### src/core/occ_params.svh
// Constants for the output channel configuration register bank
// Overview of operation
// - Source select: off, DAC, bypass, both
// - Codes 4/5 split DAC and bypass pins
// - Routing select: differential, single-ended, mono, pseudo
// - Common-mode bit: reference fraction or half-supply
// - Low power only valid for DAC, non-stereo
// - Positive drive type: line, headphone, 4 ohm, debug
// - Positive level codes 4..7 give -8..-26 dB
// - Bandwidth bit: audio or wide mode
// - Reserved bits read zero, ignore writes
// - Negative drive and level mirror positive encodings
`ifndef OCC_PARAMS_SVH
`define OCC_PARAMS_SVH

// Register addresses
`define OCC_ADDR_SOURCE_ROUTING 8'h64
`define OCC_ADDR_DRIVE_LEVEL_POS 8'h65
`define OCC_ADDR_DRIVE_LEVEL_NEG 8'h66

// Reset values
`define OCC_RESET_SOURCE_ROUTING 8'h20
`define OCC_RESET_DRIVE_LEVEL_POS 8'h20
`define OCC_RESET_DRIVE_LEVEL_NEG 8'h20

// Writable bit masks; cleared bits are reserved
`define OCC_MASK_SOURCE_ROUTING 8'hFF
`define OCC_MASK_DRIVE_LEVEL_POS 8'hF9
`define OCC_MASK_DRIVE_LEVEL_NEG 8'hFB

// Field positions
`define OCC_SRC_MSB 7
`define OCC_SRC_LSB 5
`define OCC_ROUTE_MSB 4
`define OCC_ROUTE_LSB 2
`define OCC_VCOM_BIT 1
`define OCC_LP_BIT 0
`define OCC_DRIVE_MSB 7
`define OCC_DRIVE_LSB 6
`define OCC_LEVEL_MSB 5
`define OCC_LEVEL_LSB 3
`define OCC_BW_BIT 0

// Source codes
`define OCC_SRC_OFF 3'h0
`define OCC_SRC_DAC 3'h1
`define OCC_SRC_BYPASS 3'h2
`define OCC_SRC_BOTH 3'h3
`define OCC_SRC_SPLIT_DAC_POS 3'h4
`define OCC_SRC_SPLIT_DAC_NEG 3'h5

// Routing codes
`define OCC_ROUTE_DIFF 3'h0
`define OCC_ROUTE_STEREO_SE 3'h1
`define OCC_ROUTE_MONO_POS 3'h2
`define OCC_ROUTE_MONO_NEG 3'h3
`define OCC_ROUTE_PSEUDO_NEG_VCOM 3'h4
`define OCC_ROUTE_PSEUDO_NEG_VCOM_SENSE 3'h5
`define OCC_ROUTE_PSEUDO_POS_VCOM 3'h6

// Level codes and attenuation in dB
`define OCC_LEVEL_MIN_LEGAL 3'h4
`define OCC_ATTEN_L4 5'h08
`define OCC_ATTEN_L5 5'h0E
`define OCC_ATTEN_L6 5'h14
`define OCC_ATTEN_L7 5'h1A

`endif

### src/core/occ_pkg.sv
// Types shared by the output channel configuration register bank
package occ_pkg;

	typedef enum logic [1:0] {
		OCC_DRIVE_LINE = 2'h0,
		OCC_DRIVE_HEADPHONE = 2'h1,
		OCC_DRIVE_FOUR_OHM = 2'h2,
		OCC_DRIVE_DEBUG = 2'h3
	} occ_drive_t;

	// One analog output stage
	typedef struct packed {
		occ_drive_t driveType;
		logic [4:0] attenuationDb;
		logic levelLegal;
	} occ_stage_t;

	// Signal paths onto the two output pins
	typedef struct packed {
		logic driverEnable;
		logic posFromDac;
		logic posFromBypass;
		logic posIsVcom;
		logic negFromDac;
		logic negFromBypass;
		logic negIsVcom;
		logic senseOnSecond;
	} occ_route_t;

	// Global analog settings
	typedef struct packed {
		logic commonModeHalfSupply;
		logic lowPowerActive;
		logic wideBandwidth;
	} occ_analog_t;

	// Reserved or forbidden codes currently stored
	typedef struct packed {
		logic sourceReserved;
		logic routingReserved;
		logic posLevelIllegal;
		logic negLevelIllegal;
	} occ_fault_t;

endpackage

### src/core/occ_field_reg.sv
// One eight-bit configuration register with reserved-bit masking
`timescale 1ns/1ps
`default_nettype none

module occ_field_reg #(
	parameter logic [7:0] RESET_VALUE = 8'h00,
	parameter logic [7:0] WRITE_MASK = 8'hFF
) (
	input wire logic clk_sys,
	input wire logic reset_n,
	input wire logic writeEnable,
	input wire logic [7:0] writeData,
	output logic [7:0] value
);

	// Reserved positions keep their reset value whatever is written
	always_ff @(posedge clk_sys) begin
		if (!reset_n) begin
			value <= RESET_VALUE;
		end else if (writeEnable) begin
			value <= (writeData & WRITE_MASK) | (RESET_VALUE & ~WRITE_MASK);
		end
	end

endmodule

`default_nettype wire

### src/core/occ_stage_decode.sv
// Decodes drive type and level code for one output stage
`timescale 1ns/1ps
`include "occ_params.svh"
`default_nettype none

module occ_stage_decode (
	input wire logic [1:0] driveCode,
	input wire logic [2:0] levelCode,
	output occ_pkg::occ_stage_t stage
);

	always_comb begin
		stage.driveType = occ_pkg::occ_drive_t'(driveCode);
		stage.levelLegal = (levelCode >= `OCC_LEVEL_MIN_LEGAL);
		case (levelCode)
			3'h4: stage.attenuationDb = `OCC_ATTEN_L4;
			3'h5: stage.attenuationDb = `OCC_ATTEN_L5;
			3'h6: stage.attenuationDb = `OCC_ATTEN_L6;
			3'h7: stage.attenuationDb = `OCC_ATTEN_L7;
			// Forbidden codes fall back to the least loud setting
			default: stage.attenuationDb = `OCC_ATTEN_L7;
		endcase
	end

endmodule

`default_nettype wire

### src/core/occ_output_config.sv
// Output channel configuration register bank with analog control decode
`timescale 1ns/1ps
`include "occ_params.svh"
`default_nettype none

module occ_output_config (
	input wire logic clk_sys,
	input wire logic reset_n,
	input wire logic [7:0] regAddr,
	input wire logic regWrite,
	input wire logic regRead,
	input wire logic [7:0] regWriteData,
	output logic [7:0] regReadData,
	output logic regAck,
	output logic regHit,
	output occ_pkg::occ_route_t route,
	output occ_pkg::occ_analog_t analog,
	output occ_pkg::occ_stage_t posStage,
	output occ_pkg::occ_stage_t negStage,
	output occ_pkg::occ_fault_t fault
);

	logic selSourceRouting;
	logic selDriveLevelPos;
	logic selDriveLevelNeg;
	logic mapped;
	logic [7:0] sourceRouting;
	logic [7:0] driveLevelPos;
	logic [7:0] driveLevelNeg;
	logic [7:0] next_regReadData;
	logic [2:0] sourceCode;
	logic [2:0] routingCode;
	occ_pkg::occ_route_t next_route;
	occ_pkg::occ_analog_t next_analog;
	occ_pkg::occ_stage_t next_posStage;
	occ_pkg::occ_stage_t next_negStage;
	occ_pkg::occ_fault_t next_fault;
	logic dacActive;
	logic bypassActive;

	// Write enables and field views of the stored bytes
	logic writeSourceRouting;
	logic writeDriveLevelPos;
	logic writeDriveLevelNeg;
	logic requestValid;
	logic requestMapped;
	logic sourceUsesRouting;
	logic lowPowerAllowed;
	logic commonModeBit;
	logic lowPowerBit;
	logic bandwidthBit;
	logic [1:0] posDriveCode;
	logic [2:0] posLevelCode;
	logic [1:0] negDriveCode;
	logic [2:0] negLevelCode;

	// Address decode
	always_comb begin
		selSourceRouting = 1'b0;
		selDriveLevelPos = 1'b0;
		selDriveLevelNeg = 1'b0;
		// Full-byte compare, so no alias of the bank ever answers
		if (regAddr == `OCC_ADDR_SOURCE_ROUTING) begin
			selSourceRouting = 1'b1;
		end else if (regAddr == `OCC_ADDR_DRIVE_LEVEL_POS) begin
			selDriveLevelPos = 1'b1;
		end else if (regAddr == `OCC_ADDR_DRIVE_LEVEL_NEG) begin
			selDriveLevelNeg = 1'b1;
		end
	end

	assign mapped = selSourceRouting | selDriveLevelPos | selDriveLevelNeg;

	// Unmapped addresses write nothing but are still acknowledged
	assign writeSourceRouting = regWrite & selSourceRouting;
	assign writeDriveLevelPos = regWrite & selDriveLevelPos;
	assign writeDriveLevelNeg = regWrite & selDriveLevelNeg;
	assign requestValid = regRead | regWrite;
	assign requestMapped = requestValid & mapped;

	// Storage
	occ_field_reg #(
		.RESET_VALUE(`OCC_RESET_SOURCE_ROUTING),
		.WRITE_MASK(`OCC_MASK_SOURCE_ROUTING)
	) u_sourceRouting (
		.clk_sys(clk_sys),
		.reset_n(reset_n),
		.writeEnable(writeSourceRouting),
		.writeData(regWriteData),
		.value(sourceRouting)
	);

	occ_field_reg #(
		.RESET_VALUE(`OCC_RESET_DRIVE_LEVEL_POS),
		.WRITE_MASK(`OCC_MASK_DRIVE_LEVEL_POS)
	) u_driveLevelPos (
		.clk_sys(clk_sys),
		.reset_n(reset_n),
		.writeEnable(writeDriveLevelPos),
		.writeData(regWriteData),
		.value(driveLevelPos)
	);

	occ_field_reg #(
		.RESET_VALUE(`OCC_RESET_DRIVE_LEVEL_NEG),
		.WRITE_MASK(`OCC_MASK_DRIVE_LEVEL_NEG)
	) u_driveLevelNeg (
		.clk_sys(clk_sys),
		.reset_n(reset_n),
		.writeEnable(writeDriveLevelNeg),
		.writeData(regWriteData),
		.value(driveLevelNeg)
	);

	// Read mux; reserved bits are already zero in storage
	always_comb begin
		next_regReadData = 8'h00;
		if (selSourceRouting) begin
			next_regReadData = sourceRouting;
		end else if (selDriveLevelPos) begin
			next_regReadData = driveLevelPos;
		end else if (selDriveLevelNeg) begin
			next_regReadData = driveLevelNeg;
		end
	end

	// Read data holds between reads; a read beside a write returns the old byte
	always_ff @(posedge clk_sys) begin
		if (!reset_n) begin
			regReadData <= 8'h00;
		end else if (regRead) begin
			regReadData <= next_regReadData;
		end
	end

	// Every strobe is answered, so a host never stalls on an unmapped address
	always_ff @(posedge clk_sys) begin
		if (!reset_n) begin
			regAck <= 1'b0;
		end else begin
			regAck <= requestValid;
		end
	end

	always_ff @(posedge clk_sys) begin
		if (!reset_n) begin
			regHit <= 1'b0;
		end else begin
			regHit <= requestMapped;
		end
	end

	// Field extraction
	assign sourceCode = sourceRouting[`OCC_SRC_MSB:`OCC_SRC_LSB];
	assign routingCode = sourceRouting[`OCC_ROUTE_MSB:`OCC_ROUTE_LSB];
	assign dacActive = (sourceCode == `OCC_SRC_DAC) || (sourceCode == `OCC_SRC_BOTH);
	assign bypassActive = (sourceCode == `OCC_SRC_BYPASS) || (sourceCode == `OCC_SRC_BOTH);
	assign sourceUsesRouting = (sourceCode < `OCC_SRC_SPLIT_DAC_POS);

	// Field views
	assign commonModeBit = sourceRouting[`OCC_VCOM_BIT];
	assign lowPowerBit = sourceRouting[`OCC_LP_BIT];
	assign bandwidthBit = driveLevelPos[`OCC_BW_BIT];
	assign posDriveCode = driveLevelPos[`OCC_DRIVE_MSB:`OCC_DRIVE_LSB];
	assign posLevelCode = driveLevelPos[`OCC_LEVEL_MSB:`OCC_LEVEL_LSB];
	assign negDriveCode = driveLevelNeg[`OCC_DRIVE_MSB:`OCC_DRIVE_LSB];
	assign negLevelCode = driveLevelNeg[`OCC_LEVEL_MSB:`OCC_LEVEL_LSB];

	// Low power is ignored off the DAC-only path and in stereo single-ended use
	assign lowPowerAllowed = (sourceCode == `OCC_SRC_DAC)
		&& (routingCode != `OCC_ROUTE_STEREO_SE);

	// Pin routing
	always_comb begin
		next_route = '0;
		case (sourceCode)
			`OCC_SRC_DAC, `OCC_SRC_BYPASS, `OCC_SRC_BOTH: begin
				next_route.driverEnable = 1'b1;
				case (routingCode)
					`OCC_ROUTE_DIFF, `OCC_ROUTE_STEREO_SE: begin
						next_route.posFromDac = dacActive;
						next_route.posFromBypass = bypassActive;
						next_route.negFromDac = dacActive;
						next_route.negFromBypass = bypassActive;
					end
					`OCC_ROUTE_MONO_POS: begin
						next_route.posFromDac = dacActive;
						next_route.posFromBypass = bypassActive;
					end
					`OCC_ROUTE_MONO_NEG: begin
						next_route.negFromDac = dacActive;
						next_route.negFromBypass = bypassActive;
					end
					`OCC_ROUTE_PSEUDO_NEG_VCOM, `OCC_ROUTE_PSEUDO_NEG_VCOM_SENSE: begin
						next_route.posFromDac = dacActive;
						next_route.posFromBypass = bypassActive;
						next_route.negIsVcom = 1'b1;
						next_route.senseOnSecond = (routingCode == `OCC_ROUTE_PSEUDO_NEG_VCOM_SENSE);
					end
					`OCC_ROUTE_PSEUDO_POS_VCOM: begin
						next_route.negFromDac = dacActive;
						next_route.negFromBypass = bypassActive;
						next_route.posIsVcom = 1'b1;
					end
					default: begin
						// Reserved routing keeps the driver muted rather than guess a topology
						next_route.driverEnable = 1'b0;
					end
				endcase
			end
			// Split sources ignore the routing field altogether
			`OCC_SRC_SPLIT_DAC_POS: begin
				next_route.driverEnable = 1'b1;
				next_route.posFromDac = 1'b1;
				next_route.negFromBypass = 1'b1;
			end
			`OCC_SRC_SPLIT_DAC_NEG: begin
				next_route.driverEnable = 1'b1;
				next_route.posFromBypass = 1'b1;
				next_route.negFromDac = 1'b1;
			end
			default: begin
				// Off and reserved source codes leave the driver disabled
				next_route = '0;
			end
		endcase
	end

	// Analog settings
	always_comb begin
		next_analog.commonModeHalfSupply = commonModeBit;
		next_analog.lowPowerActive = lowPowerBit & lowPowerAllowed;
		// Bandwidth lives in the positive-stage byte
		next_analog.wideBandwidth = bandwidthBit;
	end

	// Per-pin driver decode
	occ_stage_decode u_posDecode (
		.driveCode(posDriveCode),
		.levelCode(posLevelCode),
		.stage(next_posStage)
	);

	// The negative stage reuses the positive encodings
	occ_stage_decode u_negDecode (
		.driveCode(negDriveCode),
		.levelCode(negLevelCode),
		.stage(next_negStage)
	);

	// Reserved and forbidden codes are stored as written but reported here
	always_comb begin
		next_fault.sourceReserved = (sourceCode > `OCC_SRC_SPLIT_DAC_NEG);
		next_fault.routingReserved = (routingCode > `OCC_ROUTE_PSEUDO_POS_VCOM)
			& sourceUsesRouting;
		next_fault.posLevelIllegal = ~next_posStage.levelLegal;
		next_fault.negLevelIllegal = ~next_negStage.levelLegal;
	end

	// Registered outputs settle one cycle after a write
	always_ff @(posedge clk_sys) begin
		if (!reset_n) begin
			route <= '0;
		end else begin
			route <= next_route;
		end
	end

	always_ff @(posedge clk_sys) begin
		if (!reset_n) begin
			analog <= '0;
		end else begin
			analog <= next_analog;
		end
	end

	// Each pin's stage registers apart, so a write to one never disturbs the other
	always_ff @(posedge clk_sys) begin
		if (!reset_n) begin
			posStage <= '0;
		end else begin
			posStage <= next_posStage;
		end
	end

	always_ff @(posedge clk_sys) begin
		if (!reset_n) begin
			negStage <= '0;
		end else begin
			negStage <= next_negStage;
		end
	end

	always_ff @(posedge clk_sys) begin
		if (!reset_n) begin
			fault <= '0;
		end else begin
			fault <= next_fault;
		end
	end

endmodule

`default_nettype wire

### config.mk
export PLATFORM = sky130hd
export DESIGN_NAME = occ_output_config
export DESIGN_NICKNAME = d
export VERILOG_FILES = /design/src/core/occ_pkg.sv /design/src/core/occ_field_reg.sv /design/src/core/occ_stage_decode.sv /design/src/core/occ_output_config.sv
export VERILOG_INCLUDE_DIRS = /design/src /design/src/core
export SDC_FILE = /design/constraint.sdc
export NUM_CORES = 1
export LEC_CHECK = 0
export CORE_MARGIN = 2
export CORE_UTILIZATION = 65
export DETAILED_ROUTE_END_ITERATION = 7
export DONT_BUFFER_PORTS = 1
export HOLD_SLACK_MARGIN = 0.03
export PLACE_DENSITY = 0.8
export SETUP_SLACK_MARGIN = 0.15
export SLEW_MARGIN = 25
export SYNTH_ARGS = -nofsm -noshare
export SYNTH_HDL_FRONTEND = slang
export SYNTH_SLANG_ARGS = --single-unit
### constraint.sdc
create_clock -name clk_sys -period 5.04 [get_ports clk_sys]
set_input_delay 1.512 -clock clk_sys [delete_from_list [all_inputs] [get_ports clk_sys]]
set_output_delay 1.512 -clock clk_sys [all_outputs]
set_load 0.05 [all_outputs]
==> summary by stage <==
Global route
The global-route total usage across every layer is 0.224. The via count of the first global-routing pass is 1427. The initial antenna violation count is 0.

The maximum number of pins on one net before global-route repair is 61. The global-route wire length before repair is 6760 µm. After global routing the overflow that remains totals 0.

Setup path
The category of the worst setup path capture point is a register. By startpoint and endpoint, the worst setup path is classified as in2reg. Measured in cells, the most critical reg-to-reg path has a length of 3. In this run the critical register-to-register path is captured at route[4].

Of all nets on the critical path, the largest fanout is 14. The setup slack of the most critical reg-to-reg path is 3760 ps. The reg-to-reg startpoint is u_sourceRouting.value[6]. The arrival time at the worst endpoint is 2910 ps. The kind of start point of the critical path is an input pin. The required time of the critical path is 5330 ps.

Synth
The number of different library cells used by synthesis comes to 37. The biggest area contributor in the post-synthesis netlist is dfxtp_1. Summing every instance area after synthesis gives 0.00224 mm².

The number of storage elements in the synthesis netlist is 60. Of the total synthesized cell area, the portion taken by full adders, half adders and majority gates is 0. The sequential-to-total area share from yosys stat is 0.536. The simple logic cell fraction of the synthesized area is 0.228. For this run, the number of Yosys warnings is 0. The complex-gate fraction of the synthesized area is 0.131. The top-area cell type share of the netlist area is 0.536. Yosys attributes the largest share of cell area to dfxtp_1, nand2_1, o21ai_0. The xor/xnor share of the synthesized area is 0.0117.

The mux cell area share after synthesis is 0.0268. By area, the combinational part of the netlist is dominated by simple AND/OR/NAND/NOR gates. The synthesized netlist cell count is 253.

The per-instance average area after synthesis is 8.86 µm².

Final layout
Of the cells placed in the final design, the portion with a size suffix greater than 1 is 0.0672. The layout has 299 filler cells. The area taken by multi-input logic gates is 915 µm². 0 antenna diodes ended up in the layout. Summing all non-filler instances in the final layout gives an area of 0.00234 mm².

The register cell area after layout is 0.00120 mm². The signed area change from the synthesized netlist to the final layout is 4.58%. In the final design database the tool counted 268 nets. At the end of the flow the core is filled with cells to 0.708. The count of non-filler cells in the finished layout is 299.

Floorplan
The area inside the core boundary is 0.00331 mm². The die span in x is 62.7 µm. The area of the die is 0.00393 mm².

For this design the top-level I/O count stands at 61. After floorplanning, the core was divided into 21 placement rows. The initial utilization of the core area, before any placement, comes to 0.677. The height of the chip is 62.7 µm.

Min path
For hold timing, the worst endpoint is u_driveLevelNeg.value[0]. The class of the worst hold path is reg2reg. The number of cells on the worst hold path is 2. The startpoint of the tightest hold check path is u_driveLevelNeg.value[0].

Routing
Once detail routing completed, the nets flagged for antenna violations numbered 0. The number of search-and-repair iterations in the first detailed-routing pass is 4. After detailed routing, the number of vias per cell comes to 5.50. Wires add up to 4220 µm. In the final routed layout, each cell accounts on average for 14.1 µm. The overall via count from detail_route is 1645. For this block, the initial DRC count from the detailed router was 67.

The DRC violations left is 0.

Timing
The worst hold-check slack is 464 ps. The slew at the pin closest to its max-slew limit is 665 ps. The share of the cycle needed by the critical path after routing is 0.520.

The maximum clock frequency is 381 MHz. Setup violations remaining at the end of the flow were counted as 0. The max-slew violation total from the final report is 0. Once routing completed, OpenROAD measured the worst setup slack at 2420 ps. The final setup skew is 10.3 ps. In the final timing run, aggregate negative setup slack is 0 ps. Setup repair after global routing left no endpoint under its margin.

The final critical path time including I/O delays and setup is 2620 ps. The final-report hold violation count came to 0. Measured against its own limit, the worst slew margin works out to 0.553.

Place
The worst-case setup slack after placement is 1920 ps. The number of placed instances, taps included, is 283. The instance area after placement is 0.00223 mm². During placement, the flow inserted port buffers numbering 0. The HPWL reported at the end of detailed placement is 2880 µm. Routability-driven placement finished with a final weighted congestion of 0.797.

Clock tree
Once the clock tree was built, the resizer swapped 0 gates to a different size. The longest clock path from root to sink contains 2 buffers. The hold buffer count at cts is 0.

For this design, the sink count on the clock tree is 60. TritonCTS built the clock tree. The post-CTS repair timing setup buffer count is 0.

The number of H-tree levels is 3. The number of buffers created by CTS is 9. The root buffer cell is clkbuf_4. The clock latency on the worst-skew pair is 380 ps.

Clock-pin slew was measured on the worst setup and hold paths at 90 ps.

Pwr
For this design the ratio of total power to cell area is 332 mW/mm². The share of total power dissipated in combinational logic is 0.022. Summed over all cells, the static leakage comes to 0.934 nW. Summing internal, switching and leakage power gives 0.779 mW.

For this design the total switching power over the nets is 0.179 mW. The cell internal power dissipation is 0.600 mW. IR analysis of the VDD net gives a maximum drop of 0.000252 V.

The power share of the clock group is 0.345. The switching portion of total power is 0.230. The sequential fraction of design power is 0.633.

Run
The tool flagged a number of max-cap violations equal to 0.

Run status
The flow ran to the end, and the final reports show no timing, DRC or antenna violations.
## area by class of cell
| cell class | instances | area share |
|---|---|---|
| sequential | 60 | 0.513 |
| multi-input combinational | 161 | 0.390 |
| clock buffer | 14 | 0.0411 |
| tap | 46 | 0.0246 |
| inverter | 15 | 0.0240 |
| clock inverter | 2 | 0.00427 |
| timing repair buffer | 1 | 0.00320 |
## power groups by stage
stage	sequential, mW	combinational, mW	clock (mW)
global route	0.493	0.0189	0.298
floorplan	0.504	0.0228	0
global placement	0.504	0.0165	0
CTS	0.493	0.0168	0.275
detailed placement	0.504	0.0167	0
finish	0.493	0.0172	0.269
## logic make-up (layout without fill, tap and decap cells)
family / count (synthesis) / in the layout
simple gates: 101 / 101
flops: 60 / 60
compound gates: 49 / 49
buf+inv: 33 / 32
mux: 6 / 6
xor+xnor: 3 / 3
other cells: 1 / 2
## critical path: stages
cell       delay (ps)
nand4bb_4         270
or4_1             790
a31o_2            340
## routing by layer
layer | wire length [µm] | GRT usage | vias up | part of all wire
li1 | - | - | 827 | -
met4 | 64 | 0.108 | 0 | 0.015
met1 | 1980 | 0.287 | 739 | 0.47
met3 | 380 | 0.103 | 6 | 0.090
met2 | 1790 | 0.321 | 73 | 0.43
met5 | 0 | 0 | - | 0
## how the worst max path moves through the flow
| stage | slack, ps | cells past startpoint | from | endpoint |
|---|---|---|---|---|
| floorplan | 2190 | 5 | regAddr[7] | u_sourceRouting.value[3] |
| global placement | 1960 | 4 | regAddr[7] | u_driveLevelNeg.value[5] |
| detailed placement | 1920 | 4 | regAddr[7] | u_driveLevelNeg.value[5] |
| CTS | 2340 | 4 | regAddr[7] | u_driveLevelNeg.value[5] |
| global route | 2400 | 3 | regAddr[7] | u_sourceRouting.value[2] |
| finish | 2420 | 3 | regAddr[7] | u_sourceRouting.value[2] |
## cells in the mapped netlist
library cell  count
a21boi_0          6
a21oi_1           1
a31o_1            1
a31o_2            1
a31oi_1           1
and2_1            7
and3_1            1
buf_1             1
buf_2             3
buf_4             2
buf_6             1
clkbuf_1         10
clkbuf_2          1
conb_1            1
dfxtp_1          60
inv_1            15
mux2i_1           6
nand2_1          39
nand2b_1          4
nand3_1          14
nand3b_1          2
nand4bb_4         1
nor2_1           13
nor2b_1           8
nor3_1            3
nor3b_1           2
nor4_1            3
o211a_1           1
o211ai_1          6
o21a_1            1
o21ai_0          29
o22ai_1           2
or2b_2            1
or3_1             1
or4_1             2
xnor2_1           1
xor2_1            2
## registers in the layout (all words and copies together) (netlist names), 3 cells and up
name	count
regReadData	8
route	8
u_sourceRouting.value	8
negStage	7
posStage	7
u_driveLevelNeg.value	7
u_driveLevelPos.value	6
fault	4
analog	3
## layout by cell type, fill, tap and decap left out, types with 2 or more instances in the layout
cell type,netlist,final
nor3b_1,2,2
nor4_1,3,2
or4_1,2,2
o21ai_0,29,29
mux2i_1,6,6
clkinv_2,0,2
clkbuf_4,0,9
nand3_1,14,14
dfxtp_1,60,60
nand2_1,39,39
a21boi_0,6,6
nor3_1,3,3
and2_1,7,7
o22ai_1,2,2
clkbuf_1,10,4
nand2b_1,4,4
conb_1,1,2
xor2_1,2,2
nor2b_1,8,8
inv_1,15,15
nor2_1,13,13
nand3b_1,2,2
o211ai_1,6,6
Power figures use the tool's default switching activity.
